<file path="config.mk">
export PLATFORM = sky130hd
export DESIGN_NAME = cmc_clock_ctrl
export DESIGN_NICKNAME = d
export VERILOG_FILES = /design/src/logic/cmc_prescaler.v /design/src/logic/cmc_clock_ctrl.v
export VERILOG_INCLUDE_DIRS = /design/src /design/src/logic
export SDC_FILE = /design/constraint.sdc
export NUM_CORES = 1
export LEC_CHECK = 0
export BUFFER_PORTS_ARGS = -buffer_cell sky130_fd_sc_hd__buf_4
export CORE_UTILIZATION = 50
export CTS_CLUSTER_SIZE = 16
export DETAILED_ROUTE_END_ITERATION = 6
export GPL_TIMING_DRIVEN = 0
export PLACE_DENSITY = 0.79
export SYNTH_ARGS = -nofsm -noshare
export SYNTH_HDL_FRONTEND = slang
export SYNTH_SLANG_ARGS = --single-unit
</file>
<file path="constraint.sdc">
create_clock -name CORE_CLK_IN -period 5 [get_ports CORE_CLK_IN]
set_clock_uncertainty 0.1 [all_clocks]
set_input_delay 1 -clock CORE_CLK_IN [delete_from_list [all_inputs] [get_ports CORE_CLK_IN]]
set_output_delay 1 -clock CORE_CLK_IN [all_outputs]
set_load 0.03 [all_outputs]
</file>
<file path="src/logic/cmc_consts.vh">
// Constants for the processor clock and operating-mode control block
// Operation
// RULE_01 - The block holds a 4-bit processor clock control register that picks the CPU clock rate and the operating mode.
// RULE_02 - Reset clears that register to 0000, so the CPU starts on the slowest clock (fxx/64, 15.3 us at 4.19 MHz).
// RULE_03 - Standby is in force whenever bit 3 or bit 2 of the register is one.
// RULE_04 - The standby release signal clears both standby bits and returns the CPU to normal operation.
// RULE_05 - The STOP instruction sets bit 3 and the HALT instruction sets bit 2.
// RULE_06 - Software writes the two clock-select bits only with a 4-bit write that holds both standby bits at zero.
// RULE_07 - Select code 0011 gives the fastest CPU clock, fxx/4, a 0.95 us machine cycle at 4.19 MHz.
// RULE_08 - Select code 0010 gives the intermediate CPU clock, fxx/8, 1.63 us at 4.91 MHz.
// RULE_09 - Above 4.19 MHz and up to 5.0 MHz software uses only codes 00 and 10, never 11.
// RULE_10 - Exactly three CPU clock rates are offered, all from the same system clock.
// RULE_11 - After a select change the old rate lasts up to 1, 8 or 16 machine cycles when leaving 0000, 0010 or 0011.
// RULE_12 - One period of the selected CPU clock is one machine cycle, the shortest instruction time.
// RULE_13 - Peripherals receive clocks divided down from the system clock.
// RULE_14 - Software never selects STOP when an external clock drives the system.
// RULE_15 - In STOP the oscillator input pin is tied to ground internally and oscillation stops.
// RULE_16 - Software places a no-operation instruction right after every STOP or HALT.
// RULE_17 - The CPU clock divider switches only on a machine-cycle boundary so no short pulse reaches the CPU.
`ifndef CMC_CONSTS_VH
`define CMC_CONSTS_VH

`define CMC_REG_W 4
`define CMC_PCC_RESET 4'h0
`define CMC_BIT_STOP 3
`define CMC_BIT_HALT 2
`define CMC_SEL_HI 1
`define CMC_SEL_LO 0

`define CMC_SEL_SLOW 2'h0
`define CMC_SEL_MID 2'h2
`define CMC_SEL_FAST 2'h3

// Prescaler tap index n gives a pulse every 2^(n+1) system clocks
`define CMC_PRE_W 9
`define CMC_TAP_SLOW 4'h5
`define CMC_TAP_MID 4'h2
`define CMC_TAP_FAST 4'h1

// Old-rate machine cycles before a new select takes effect
`define CMC_WAIT_W 5
`define CMC_WAIT_SLOW 5'h01
`define CMC_WAIT_MID 5'h08
`define CMC_WAIT_FAST 5'h10

`endif

</file>
<file path="src/logic/cmc_prescaler.v">
// System clock prescaler, held while run_in is low, with one pulse tap per power of two
`timescale 1ns/10ps
`include "cmc_consts.vh"

module cmc_prescaler (
	input wire clk_in,
	input wire rstn_in,
	input wire run_in,
	output wire [`CMC_PRE_W-1:0] tick_out
);
	reg [`CMC_PRE_W-1:0] cnt_q;
	wire [`CMC_PRE_W-1:0] cnt_d;

	assign cnt_d = run_in ? cnt_q + {{(`CMC_PRE_W-1){1'b0}}, 1'b1} : cnt_q;

	always @(posedge clk_in or negedge rstn_in) begin
		if (!rstn_in) begin
			cnt_q <= {`CMC_PRE_W{1'b0}};
		end else begin
			cnt_q <= cnt_d;
		end
	end

	// Tap n fires when the low n+1 bits are all ones
	genvar n;
	generate
		for (n = 0; n < `CMC_PRE_W; n = n + 1) begin : g_tap
			assign tick_out[n] = run_in & (&cnt_q[n:0]);
		end
	endgenerate
endmodule // cmc_prescaler

</file>
<file path="src/logic/cmc_clock_ctrl.v">
// Processor clock control register, CPU clock selection and standby control
`timescale 1ns/10ps
`include "cmc_consts.vh"

module cmc_clock_ctrl (
	input wire CORE_CLK_IN,
	input wire RSTN_IN,
	input wire PCC_WR_IN,
	input wire [3:0] PCC_WDATA_IN,
	input wire STOP_EXEC_IN,
	input wire HALT_EXEC_IN,
	input wire STANDBY_RELEASE_IN,
	output wire [3:0] PCC_RDATA_OUT,
	output wire CPU_CLK_EN_OUT,
	output wire STANDBY_OUT,
	output wire STOP_MODE_OUT,
	output wire HALT_MODE_OUT,
	output wire [1:0] ACTIVE_SEL_OUT,
	output wire SWITCH_PENDING_OUT,
	output wire [8:0] PERIPH_CLK_EN_OUT,
	output wire OSC_IN_PIN_OUT,
	output wire OSC_IN_PIN_OE_OUT
);
	// Map a select code to its prescaler tap; 01 is unused and runs slow
	function [3:0] sel_tap;
		input [1:0] sel;
		begin
			case (sel)
				`CMC_SEL_FAST: sel_tap = `CMC_TAP_FAST;
				`CMC_SEL_MID: sel_tap = `CMC_TAP_MID;
				default: sel_tap = `CMC_TAP_SLOW;
			endcase
		end
	endfunction

	// Old-rate cycles to run out when leaving a select code
	function [`CMC_WAIT_W-1:0] sel_wait;
		input [1:0] sel;
		begin
			case (sel)
				`CMC_SEL_FAST: sel_wait = `CMC_WAIT_FAST;
				`CMC_SEL_MID: sel_wait = `CMC_WAIT_MID;
				default: sel_wait = `CMC_WAIT_SLOW;
			endcase
		end
	endfunction

	reg [3:0] pcc_q;
	reg [3:0] pcc_d;
	reg [1:0] active_sel_q;
	reg [1:0] active_sel_d;
	reg [`CMC_WAIT_W-1:0] wait_q;
	reg [`CMC_WAIT_W-1:0] wait_d;
	reg pending_q;
	reg pending_d;
	reg phi_q;
	reg [8:0] periph_q;
	wire [`CMC_PRE_W-1:0] tick;
	wire phi_tick;
	wire stop_mode;
	wire halt_mode;
	wire standby;

	assign stop_mode = pcc_q[`CMC_BIT_STOP];
	assign halt_mode = pcc_q[`CMC_BIT_HALT];
	assign standby = stop_mode | halt_mode; // RULE_03

	// Oscillation stops in STOP, so the whole prescaler freezes
	cmc_prescaler u_pre (
		.clk_in(CORE_CLK_IN),
		.rstn_in(RSTN_IN),
		.run_in(~stop_mode), // RULE_15
		.tick_out(tick)
	);

	// One tap per machine cycle of the active rate, all from one counter
	assign phi_tick = tick[sel_tap(active_sel_q)]; // RULE_10 RULE_12

	// Control register: write, instruction sets and standby release
	always @* begin
		pcc_d = pcc_q;
		if (PCC_WR_IN) begin
			pcc_d = PCC_WDATA_IN; // RULE_01 RULE_06
		end
		if (STANDBY_RELEASE_IN) begin
			pcc_d[`CMC_BIT_STOP] = 1'b0; // RULE_04
			pcc_d[`CMC_BIT_HALT] = 1'b0; // RULE_04
		end
		// Set wins over a release in the same cycle
		if (STOP_EXEC_IN) begin
			pcc_d[`CMC_BIT_STOP] = 1'b1; // RULE_05
		end
		if (HALT_EXEC_IN) begin
			pcc_d[`CMC_BIT_HALT] = 1'b1; // RULE_05
		end
	end

	// Delayed switch-over, counted in old-rate machine cycles
	always @* begin
		active_sel_d = active_sel_q;
		wait_d = wait_q;
		pending_d = pending_q;
		if (pending_q && phi_tick) begin
			if (wait_q == {{(`CMC_WAIT_W-1){1'b0}}, 1'b1}) begin
				active_sel_d = pcc_q[1:0]; // RULE_17 RULE_07 RULE_08
				pending_d = 1'b0;
			end else begin
				wait_d = wait_q - {{(`CMC_WAIT_W-1){1'b0}}, 1'b1}; // RULE_11
			end
		end
		if (PCC_WR_IN && !pending_q && PCC_WDATA_IN[1:0] != active_sel_q) begin
			wait_d = sel_wait(active_sel_q); // RULE_11
			pending_d = 1'b1;
		end
		// Rewriting the active code cancels a pending change
		if (PCC_WR_IN && pending_q && PCC_WDATA_IN[1:0] == active_sel_q) begin
			pending_d = 1'b0;
		end
	end

	always @(posedge CORE_CLK_IN or negedge RSTN_IN) begin
		if (!RSTN_IN) begin
			pcc_q <= `CMC_PCC_RESET; // RULE_02
			active_sel_q <= `CMC_SEL_SLOW; // RULE_02
			wait_q <= {`CMC_WAIT_W{1'b0}};
			pending_q <= 1'b0;
			phi_q <= 1'b0;
			periph_q <= 9'h000;
		end else begin
			pcc_q <= pcc_d;
			active_sel_q <= active_sel_d;
			wait_q <= wait_d;
			pending_q <= pending_d;
			phi_q <= phi_tick & ~standby; // RULE_03 RULE_12
			periph_q <= tick; // RULE_13
		end
	end

	assign PCC_RDATA_OUT = pcc_q;
	assign CPU_CLK_EN_OUT = phi_q;
	assign STANDBY_OUT = standby;
	assign STOP_MODE_OUT = stop_mode;
	assign HALT_MODE_OUT = halt_mode;
	assign ACTIVE_SEL_OUT = active_sel_q;
	assign SWITCH_PENDING_OUT = pending_q;
	assign PERIPH_CLK_EN_OUT = periph_q;
	// Oscillator input pulled to ground while stopped
	assign OSC_IN_PIN_OUT = 1'b0; // RULE_15
	assign OSC_IN_PIN_OE_OUT = stop_mode; // RULE_15
endmodule // cmc_clock_ctrl

</file>
# Word-level counts from Yosys, hierarchy flattened
# Index checks and enable logic that the tools add are counted.
# word_totals
reg_bits	31
input_bits	10
out_inout_bits	22
elab_cells	68
# op_classes
add_sub_neg	2
order_cmp	1
n_eq_ne	6
n_mux	15
bitwise_logic	13
n_reduce_logical	22
# op_table
operator	count
5-bit two-way mux	3
3-bit nonzero test	4
1-bit bitwise AND	10
5-bit case mux with 2 select lines	1
9-bit by 1-bit adder with 9-bit output, second input constant	1
9-bit AND reduction	1
2-bit AND reduction	4
8-bit AND reduction	1
1-bit two-way mux	7
7-bit AND reduction	1
3-bit case mux with 2 select lines	1
6-bit AND reduction	1
5-bit by 1-bit == test with 1-bit output, second input constant	1
1-bit logical AND	5
4-bit by 5-bit less-than comparator with 1-bit output, second input constant	1
5-bit AND reduction	1
5-bit by 1-bit subtractor with 5-bit output, second input constant	1
1-bit binary-select mux with 4-bit select	1
2-bit == test, second input constant	2
4-bit two-way mux	1
4-bit AND reduction	1
3-bit AND reduction	1
2-bit == test	1
2-bit two-way mux	1
other kinds (6)	7

# Logic depth before layout (Yosys ltp)
# Gate-level depths: netlist of the first run.
# logic_depth
ltp_word	8
mapped_depth	8
ltp_nobuf	7

# By module
# Synthesis of the first run repeated with hierarchy kept, for this count alone.
# unflattened
cells_unflattened	121
hier_area_um2	1458.9
# modules_own_cells
module	n_inst	cells_each	area_per_inst_um2	seq_area_each_um2
cmc_clock_ctrl	1	77	954.7	550.5
cmc_prescaler	1	44	504.2	225.2

# Least setup slack after synthesis of the first run
# No wires, ideal clock.
# synth_timing
path_kind	register to output
startpoint	register pcc_q[3], in the netlist PCC_RDATA_OUT[3]
endpoint	output port STANDBY_OUT
arrival_ns	1.083
t_required_ns	3.900
path_slack_ns	2.817
path_stages_with_launch	3
path_buffers	1
cell_sequence	dfrtp_1 -> buf_2 -> or2_2
# synth_via
elab_chain_len	1
# synth_rtl
element	line	rtl
start, declared	cmc_clock_ctrl.v:48	reg [3:0] pcc_q;
start signal, assigned	cmc_clock_ctrl.v:123	pcc_q <= `CMC_PCC_RESET;
start signal, assigned	cmc_clock_ctrl.v:130	pcc_q <= pcc_d;
1-bit OR	cmc_clock_ctrl.v:66	assign standby = stop_mode | halt_mode;
end, declared	cmc_clock_ctrl.v:15	output wire STANDBY_OUT,
# No other way between the ends.

# Worst setup path after layout of the first run
# Same ends and word-level chain as after synthesis.

==> results of run 1 <==
==> path summary, 6_finish.rpt <==
kind	start	end	slack, ns	depth (start not counted)
max in group asynchronous	RSTN_IN	wait_q[2]	4.03	1
hold reg to reg	u_pre.cnt_q[7]	u_pre.cnt_q[7]	0.38	1
hold / removal	u_pre.cnt_q[7]	u_pre.cnt_q[7]	0.38	1
setup reg to reg	u_pre.cnt_q[0]	wait_q[3]	3.03	7
min in group asynchronous	RSTN_IN	u_pre.cnt_q[7]	0.49	1
setup / recovery	PCC_RDATA_OUT[3]	STANDBY_OUT	2.49	3
==> metrics by stage <==
step                utilization  instance area (um^2)
floorplan                     -                  1430
global placement          0.649                  1680
detailed placement        0.649                  1680
CTS                       0.668                  1730
global route              0.668                  1730
finish                    0.668                  1730
==> report_power, final <==
| group | total [uW] | internal, uW | switching (uW) |
|---|---|---|---|
| Clock | 135 | 54.7 | 79.9 |
| Sequential | 325 | 290 | 35.1 |
| Combinational | 159 | 77.4 | 81.9 |
| Total | 619 | 422 | 197 |
==> synthesized netlist by cell type, types with 3 or more instances <==
| cell | number | area share |
|---|---|---|
| buf_4 | 4 | 0.021 |
| dfrtp_1 | 31 | 0.54 |
| ha_1 | 6 | 0.053 |
| inv_1 | 4 | 0.011 |
| mux2_2 | 8 | 0.063 |
| mux2i_1 | 5 | 0.035 |
| nand2_1 | 6 | 0.016 |
| nand3_1 | 6 | 0.021 |
| nor2_1 | 6 | 0.016 |
| nor2b_1 | 6 | 0.026 |
| nor3_1 | 3 | 0.011 |
| xnor2_1 | 5 | 0.031 |
| xor2_1 | 3 | 0.018 |
==> cell families after synthesis <==
family,count (synthesis)
compound gates,11
xor+xnor,8
fa+ha+maj,6
buf+inv,12
flops,31
mux,13
other cells,1
simple gates,36
==> critical path: cells and delay by family, from the launching register on <==
| kind | cells | cell delay [ns] |
|---|---|---|
| flops | 1 | 0.41 |
| buf+inv | 2 | 0.36 |
| simple gates | 1 | 0.32 |
==> flip-flops by register name, summed over array words and instances (netlist names) <==
name	cells
ACTIVE_SEL_OUT	2
PERIPH_CLK_EN_OUT	9
u_pre.cnt_q	9
SWITCH_PENDING_OUT	1
wait_q	5
PCC_RDATA_OUT	4
CPU_CLK_EN_OUT	1
==> metal layers <==
| metal | track usage | part of all wire | vias to the layer above |
|---|---|---|---|
| li1 | - | - | 476 |
| met3 | 0.0609 | 0.046 | 10 |
| met5 | 0 | 0 | - |
| met2 | 0.255 | 0.46 | 29 |
| met4 | 0.139 | 0.037 | 0 |
| met1 | 0.214 | 0.46 | 452 |
==> area by class of cell <==
type,count,area share
multi-input combinational,75,0.336
clock inverter,1,0.00289
clock buffer,7,0.0260
buffer,8,0.0311
tap,30,0.0217
timing repair buffer,29,0.126
inverter,4,0.00868
sequential,31,0.448
==> summary.md, run 1 <==
| Metric | Value |
|---|---|
| Final Max Tran Viols | `0` |
| Worst vdd ir | `317 uV` |
| Post-synthesis simple-gate area fraction | `0.139` |
| Worst path arrival time | `1.41 ns` |
| Die Wd | `55.4 um` |
| Register Area | `776 um^2` |
| Die area | `0.00307 mm^2` |
| Vias in the first global route | `906` |
| Fill cells | `203` |
| Worst-path clk slew | `0.10 ns` |
| Post-cts sizing count | `0` |
| First-pass GRT wire length | `4.11 mm` |
| Final Hold Violating Endpoints | `0` |
| Tot GR Track Use | `0.176` |
| #FFs+latches synth | `31` |
| Vias/cell | `5.23` |
| Area of the multi-input gates | `581 um^2` |
| Per-cell routed wire length | `12.9 um` |
| TritonRoute pass-1 iters | `4` |
| Max-cap violations | `0` |
| Power Dens Cells | `358 mW/mm^2` |
| Synth Area in Compound Gates | `0.0658` |
| Final WS setup | `2.49 ns` |
| Post-synth EDFFs | `0` |
| DRT Wirelength | `2.39 mm` |
| Clk_lat worst skew | `0.33 ns` |
| Clock period minus worst slack | `2.51 ns` |
| Max H-tree Level | `2` |
| Fmax | `0.398 GHz` |
| # setup viols final | `0` |
| CTS root buf | `clkbuf_4` |
| CP Class | `reg -> out` |
| Hold Crit Class | `reg -> reg` |
| Syn. warnings | `0` |
| DP Cell Count | `177` |
| Leakage | `0.000854 uW` |
| Global route overflow | `0` |
| Endpoint class of the critical path | `output port` |
| Synth Instances | `118` |
| TritonCTS clock tree | `done` |
| Die height | `55.4 um` |
| # rows | `18` |
| I/O pins | `32` |
| Largest family of logic cells by synthesized area | `simple AND/OR/NAND/NOR gates` |
| GP Congestion | `0.719` |
| Distinct cells, synth | `34` |
| Crit path cell chain | `buf_2 -> or2_2 -> buf_4` |
| CP max-delay cell | `dfrtp_1` |
| Initial DRC count | `12` |
| Final hold slack | `0.384 ns` |
| Final std cells w/o fill | `185` |
| Async SR Flop Fraction | `1.00` |
| Final period utilization | `0.503` |
| Critical Path RT | `3.90 ns` |
| Post-Synth Adder-Cell Area | `0.0527` |
| Prevailing post-synth register cell | `dfrtp_1` |
| Nets@finish | `170` |
| Routed Antenna Nets | `0` |
| Max incr delay on CP | `0.41 ns` |
| Post-DP HPWL | `1.71 mm` |
| TritonCTS Buffers | `5` |
| Total Power | `619 uW` |
| Leading cell type in the layout, fill and taps excluded | `buf_4` |
| Initial core utilization | `0.550` |
| Status | `complete, no violations` |
| Register area share after synthesis | `0.544` |
| Synth-to-Final Area Change | `21.4%` |
| Core area | `0.00259 mm^2` |
| Vias | `967` |
| Syn Area/Cell | `12.1 um^2` |
| Commonest cells after routing, fill and taps aside | `buf_4, dfrtp_1, mux2_2` |
| Area of the mapped netlist | `0.00143 mm^2` |
| Post-CTS Setup Inserts | `0` |
| Largest net degree at the start of global routing | `32` |
| DP Worst Slack | `2.82 ns` |
| CP Launch Type | `flop` |
| CP Max Fanout | `8` |
| Initial antenna violation count | `0` |
| Synthesized Nets | `134` |
| Fraction of synthesized area in multiplexers | `0.0983` |
| Post-route setup TNS | `0 ns` |
| # diodes | `0` |
| I/O Buffers | `29` |
| Share of layout cells above drive strength 1 | `0.342` |
| Clk sink count | `31` |
| RSZ-0062 raised after global routing | `no` |
| Clk buf depth | `2` |
| Residual DRC | `0` |
| CTS Hold Bufs | `0` |
| Synth Area in XOR/XNOR | `0.0492` |
No activity file was read; power rests on OpenSTA's default activity.
==> run 2, diff against run 1 <==
--- a/config.mk
+++ b/config.mk
@@ -6,12 +6,13 @@
 export SDC_FILE = /design/constraint.sdc
 export NUM_CORES = 1
 export LEC_CHECK = 0
+export ABC_AREA = 1
 export BUFFER_PORTS_ARGS = -buffer_cell sky130_fd_sc_hd__buf_4
 export CORE_UTILIZATION = 50
 export CTS_CLUSTER_SIZE = 16
 export DETAILED_ROUTE_END_ITERATION = 6
 export GPL_TIMING_DRIVEN = 0
-export PLACE_DENSITY = 0.79
+export PLACE_DENSITY = 0.78
 export SYNTH_ARGS = -nofsm -noshare
 export SYNTH_HDL_FRONTEND = slang
 export SYNTH_SLANG_ARGS = --single-unit
==> constraint.sdc (replaced) <==
create_clock -name CORE_CLK_IN -period 2.5 [get_ports CORE_CLK_IN]
set_clock_uncertainty 0.1 [all_clocks]
set_input_delay 0.5 -clock CORE_CLK_IN [delete_from_list [all_inputs] [get_ports CORE_CLK_IN]]
set_output_delay 0.5 -clock CORE_CLK_IN [all_outputs]
set_load 0.03 [all_outputs]
==> run 2 against run 1 <==
  * Core utilization shrank 3.5 points
  * Critical path depth is the same
  * Sequential share of layout area shrank 4.4 points
  * Combinational power grew to 2.6 times the previous value
  * Clock-buffer cell count is the same
  * Global-route usage grew 0.68 points
  * Die area grew 10%
  * Cell count grew 38%
  * Non-clock buffer count grew 1
  * Power grew 120%
  * Sequential power grew 100%
  * Design area grew 11%
  * Largest cell class unchanged
  * Highest routed layer unchanged
==> summary.md, run 2 <==
| Metric | Value |
|---|---|
| Status | `complete, no violations` |
| Gate power share | `0.310` |
| Dominant cells by area after synthesis | `dfrtp_1, nand2_1, inv_1` |
| Switching power | `482 uW` |
| Register Area | `776 um^2` |
| First-pass GRT wire length | `4.62 mm` |
| Commonest cells after routing, fill and taps aside | `nand2_1, buf_4, dfrtp_1` |
| Tot GR Track Use | `0.183` |
| Syn. warnings | `0` |
| TritonCTS Buffers | `5` |
| Clk network pwr share | `0.200` |
| Synth-to-Final Area Change | `21.6%` |
| Synthesized Nets | `189` |
| Area of the mapped netlist | `0.00158 mm^2` |
| GP Congestion | `0.776` |
| Switching Fraction | `0.357` |
| Nets@finish | `227` |
| # diodes | `0` |
| Post-Place Cell Area | `0.00186 mm^2` |
| Clock period minus worst slack | `1.79 ns` |
| Most frequent cells after synthesis | `nand2_1, dfrtp_1, inv_1` |
| RSZ-0062 raised after global routing | `no` |
| Area leader, netlist | `dfrtp_1` |
| Worst vdd ir | `369 uV` |
| I/O Buffers | `30` |
| Post-cts sizing count | `0` |
| Fill cells | `254` |
| CP Class | `reg -> out` |
| Initial core utilization | `0.521` |
| Grt met1 use | `0.219` |
| Vias | `1,203` |
| CP Launch Type | `flop` |
| Post-DP HPWL | `2.04 mm` |
| Post-CTS Setup Inserts | `0` |
| Synth Instances | `173` |
| CP Max Fanout | `9` |
| Max H-tree Level | `2` |
| Initial antenna violation count | `0` |
| Die area | `0.00338 mm^2` |
| Per-cell routed wire length | `10.7 um` |
| Leakage | `0.00103 uW` |
| Largest net degree at the start of global routing | `32` |
| M2 GR Usage | `0.300` |
| TritonRoute pass-1 iters | `4` |
| Endpoint class of the critical path | `output port` |
| Register area share after synthesis | `0.492` |
| Worst setup path startpoint | `PCC_RDATA_OUT[3]` |
| Total Power | `1350 uW` |
| Area of the multi-input gates | `652 um^2` |
| Vias in the first global route | `1,125` |
| # setup viols final | `0` |
| CTS Hold Bufs | `1` |
| Share of layout cells above drive strength 1 | `0.283` |
| Distinct cells, synth | `29` |
| Flop pwr share | `0.490` |
| Routed Antenna Nets | `0` |
| CTS root buf | `clkbuf_4` |
| Leading cell type by number of instances after synthesis | `nand2_1` |
| Die height | `58.2 um` |
| Syn Area/Cell | `9.12 um^2` |
| Final Max Tran Viols | `0` |
| DRT Wirelength | `2.75 mm` |
| Initial DRC count | `22` |
| #FFs+latches synth | `31` |
| TritonCTS clock tree | `done` |
| Worst-path clk slew | `0.10 ns` |
| Clk buf depth | `2` |
| Post-route setup TNS | `0 ns` |
| Global route overflow | `0` |
| Post-synth top area share | `0.492` |
| Final Hold Violating Endpoints | `0` |
| Async SR Flop Fraction | `1.00` |
| GRT met3 Usage | `0.0491` |
| Power Dens Cells | `704 mW/mm^2` |
| Int Power | `869 uW` |
| Critical Path RT | `1.90 ns` |
| Hold Crit Class | `in -> reg` |
| Max-cap violations | `0` |
| FF-to-FF Start | `u_pre.cnt_q[0]` |
| Final period utilization | `0.717` |
| Core area | `0.00303 mm^2` |
| # rows | `20` |
| Busiest grt layer | `met2` |
| Leading cell type in the layout, fill and taps excluded | `nand2_1` |
| Design Area, Final | `0.00192 mm^2` |
| Prevailing post-synth register cell | `dfrtp_1` |
| Post-synth EDFFs | `0` |
| Clk sink count | `31` |
| Die Wd | `58.2 um` |
| Residual DRC | `0` |
| Worst path arrival time | `1.19 ns` |
| Worst Hold Launch | `STOP_EXEC_IN` |
| Vias/cell | `4.70` |
| I/O pins | `32` |
| Clk_lat worst skew | `0.32 ns` |
| Fmax | `0.558 GHz` |
run 2: cell count changes in the layout (fill, tap and decap cells not counted), moves of 3 or more:
cell     previous run  this run
nor2b_1             6         0
a31oi_1             0         3
nor2_2              0         3
nand4_1             0         3
mux2_2              8         0
inv_1               4        25
o21ai_1             0         3
nand2_1             6        43
nand2_4             0         4
nor2_4              0         3
nor2_1              6        12
mux2i_1             5         0
run 2: logic make-up (layout without fill, tap and decap cells):
family,after synthesis,count (layout),synth area share
compound gates,13,13,0.0484
other cells,1,1,0.00238
simple gates,81,81,0.266
flops,31,31,0.492
xor+xnor,8,8,0.0492
fa+ha+maj,6,6,0.0476
buf+inv,33,72,0.0952
run 2: layout make-up:
type	instances	share of cell area
Inverter	26	0.0522
Timing Repair Buffer	31	0.123
Multi-Input combinational cell	109	0.340
Clock buffer	7	0.0235
Clock inverter	1	0.00261
Buffer	7	0.0261
Tap cell	44	0.0287
Sequential cell	31	0.404
run 2: worst paths after layout:
| path | slack [ns] | endpoint | depth (start not counted) |
|---|---|---|---|
| worst max register to register | 0.80 | wait_q[3] | 10 |
| worst min-delay path | 0.25 | PCC_RDATA_OUT[3] | 2 |
| worst min register to register | 0.41 | u_pre.cnt_q[5] | 1 |
| max in group asynchronous | 1.47 | wait_q[1] | 2 |
| worst max-delay path | 0.71 | STANDBY_OUT | 3 |
| min in group asynchronous | 0.53 | u_pre.cnt_q[5] | 2 |
run 2: critical path, stage by stage, from the launching register on:
cell and delay (ns):
dfrtp_1 0.45, inv_4 0.14, nand2_1 0.10, buf_4 0.18
run 2: per-stage QoR:
step	utilization	hold WS (ns)	setup WS (ns)	instances
global route	0.633	0.239	0.639	256
finish	0.633	0.250	0.708	256
global placement	0.614	0.347	0.846	247
floorplan	-	0.104	0.938	173
detailed placement	0.614	0.354	0.810	247
CTS	0.633	0.239	0.690	256
run 2: power by group through the flow:
stage | sequential [uW] | clock, uW | combinational [uW]
finish | 661 | 270 | 419
global placement | 669 | 0 | 397
detailed placement | 673 | 0 | 415
CTS | 662 | 278 | 421
floorplan | 687 | 0 | 287
global route | 676 | 304 | 478
run 2: layer usage:
layer / share of wire / vias up
met1: 0.45 / 557
met3: 0.051 / 3
met4: 0.0076 / 0
li1: - / 607
met5: 0 / -
met2: 0.49 / 36
==> run 3, diff against run 2 <==
--- a/config.mk
+++ b/config.mk
@@ -6,9 +6,9 @@
 export SDC_FILE = /design/constraint.sdc
 export NUM_CORES = 1
 export LEC_CHECK = 0
-export ABC_AREA = 1
+export ABC_AREA = 0
 export BUFFER_PORTS_ARGS = -buffer_cell sky130_fd_sc_hd__buf_4
-export CORE_UTILIZATION = 50
+export CORE_UTILIZATION = 47
 export CTS_CLUSTER_SIZE = 16
 export DETAILED_ROUTE_END_ITERATION = 6
 export GPL_TIMING_DRIVEN = 0
==> constraint.sdc (replaced) <==
create_clock -name CORE_CLK_IN -period 1.44 [get_ports CORE_CLK_IN]
set_clock_uncertainty 0.1 [all_clocks]
set_input_delay 0.288 -clock CORE_CLK_IN [delete_from_list [all_inputs] [get_ports CORE_CLK_IN]]
set_output_delay 0.288 -clock CORE_CLK_IN [all_outputs]
set_load 0.03 [all_outputs]
==> run 3 against run 2 <==
  * The flow now finishes with violations (DRC, setup timing)
  * Clock power increased by 82%
  * Worst setup slack got worse by 1.1 ns
  * Routed wire length increased by 13%
  * Die area decreased by 3.8%
  * Core utilization increased by 11 points
  * Sequential cell count unchanged
  * Non-clock buffer count increased by 17
  * Sequential power increased by 80%
  * Critical path type is now reg -> reg
  * Largest power group unchanged
==> summary.md, run 3 (same netlist as run 1, synthesis figures left out) <==
| Metric | Value |
|---|---|
| Final WS setup | `-0.404 ns` |
| # setup viols final | `22` |
| Initial core utilization | `0.508` |
| M2 GR Usage | `0.333` |
| Initial antenna violation count | `0` |
| Post-Place Cell Area | `0.00172 mm^2` |
| Initial DRC count | `33` |
| Largest net degree at the start of global routing | `32` |
| # rows | `19` |
| Clk sink count | `31` |
| Per-cell routed wire length | `15.3 um` |
| I/O Buffers | `29` |
| Status | `finished, violations left` |
| Final Max Tran Viols | `0` |
| Final period utilization | `1.28` |
| Grt met1 use | `0.252` |
| Tot GR Track Use | `0.209` |
| Top Family by Delay on Critical Path | `flip-flops` |
| Residual DRC | `2` |
| Leakage | `0.000986 uW` |
| Clk buf depth | `2` |
| Core area | `0.00281 mm^2` |
| Nets@finish | `188` |
| Max-cap violations | `0` |
| Max incr delay on CP | `0.42 ns` |
| I/O pins | `32` |
| Final Hold Violating Endpoints | `0` |
| # diodes | `0` |
| Clk_lat worst skew | `0.34 ns` |
| Synth-to-Final Area Change | `46.7%` |
| TritonCTS Buffers | `5` |
| Failing checks | `DRC, setup timing` |
| First-pass GRT wire length | `5.02 mm` |
| Vias/cell | `5.14` |
| Global route overflow | `0` |
| Worst path arrival time | `1.97 ns` |
| Power Dens Cells | `1210 mW/mm^2` |
| Vias in the first global route | `1,074` |
| Commonest cells after routing, fill and taps aside | `buf_4, dfrtp_1, buf_6` |
| Worst vdd ir | `989 uV` |
| Leading cell type in the layout, fill and taps excluded | `buf_4` |
| Final hold slack | `0.0269 ns` |
| Final core utilization | `0.745` |
| Vias | `1,048` |
| Critical Path RT | `1.57 ns` |
| Design Area, Final | `0.00209 mm^2` |
| GRT met3 Usage | `0.0816` |
| GP Congestion | `0.822` |
| Max H-tree Level | `2` |
| Endpoint class of the critical path | `flop` |
| RSZ-0062 raised after global routing | `yes` |
| TritonCTS clock tree | `done` |
| DP Cell Count | `178` |
| Crit path cell chain | `ha_4 -> ha_4 -> mux2i_2 -> o32ai_2 -> and3b_1 -> buf_6 -> o311a_1` |
| TritonRoute pass-1 iters | `5` |
| CP most frequent cell | `ha_4` |
| Fmax | `0.542 GHz` |
| CP Max Fanout | `8` |
| Share of layout cells above drive strength 1 | `0.543` |
| Worst-path clk slew | `0.10 ns` |
| Post-DP HPWL | `1.89 mm` |
| DRT Wirelength | `3.12 mm` |
| CP Class | `reg -> reg` |
| CP max-delay cell | `dfrtp_1` |
| Die area | `0.00326 mm^2` |
| Critical path buffers and inverters | `1` |
| Die Wd | `57.1 um` |
| Busiest grt layer | `met2` |
| CTS root buf | `clkbuf_4` |
| Routed Antenna Nets | `0` |
| Clock period minus worst slack | `1.84 ns` |
| CP Launch Type | `flop` |
| Final std cells w/o fill | `204` |
| Hold Crit Class | `in -> reg` |
| Die height | `57.1 um` |
| Fill cells | `192` |
| DP Worst Slack | `-0.453 ns` |
-- run 3: through the flow --
stage	TNS (ns)	total power, uW
floorplan	-2.21	1580
global placement	-3.39	1740
detailed placement	-3.72	1790
CTS	-3.80	2440
global route	-6.22	2700
finish	-4.47	2530
-- run 3: path summary, 6_finish.rpt --
kind	startpoint	endpoint	slack (ns)	cells after the start
hold / removal	STANDBY_RELEASE_IN	PCC_RDATA_OUT[3]	0.03	2
hold reg to reg	u_pre.cnt_q[8]	u_pre.cnt_q[8]	0.44	1
setup / recovery	u_pre.cnt_q[0]	wait_q[3]	-0.40	7
min in group asynchronous	RSTN_IN	PERIPH_CLK_EN_OUT[3]	0.31	2
max in group asynchronous	RSTN_IN	ACTIVE_SEL_OUT[0]	0.63	2
setup reg to reg	u_pre.cnt_q[0]	wait_q[3]	-0.40	7
-- run 3: cell type report --
class / count / area, um^2 / share of cell area
clock buffer: 6 / 41.3 / 0.0197
buffer: 8 / 72.6 / 0.0347
inverter: 4 / 17.5 / 0.00838
timing repair buffer: 47 / 404 / 0.193
tap: 31 / 38.8 / 0.0186
clock inverter: 2 / 12.5 / 0.00598
multi-input combinational: 75 / 724 / 0.346
sequential: 31 / 779 / 0.373
-- run 3: power breakdown --
| group | switching (uW) | internal, uW | leakage (uW) |
|---|---|---|---|
| Sequential | 178 | 1010 | 0.000396 |
| Clock | 303 | 188 | 0.0000282 |
| Combinational | 383 | 477 | 0.000562 |
| Total | 863 | 1670 | 0.000986 |
-- run 3: repair_timing --
action / in CTS / in global routing
endpoints found under the setup margin: 19 / 26
hold buffers: 1 / 0
setup buffers: 12 / 7
resized for setup: 21 / 24
hold endpoints to repair: 31 / 0
pin swaps: 10 / 6
-- run 3: routing by layer --
metal,part of all wire,vias to the layer above
li1,-,512
met1,0.41,494
met2,0.50,30
met3,0.051,12
met4,0.033,0
met5,0,-
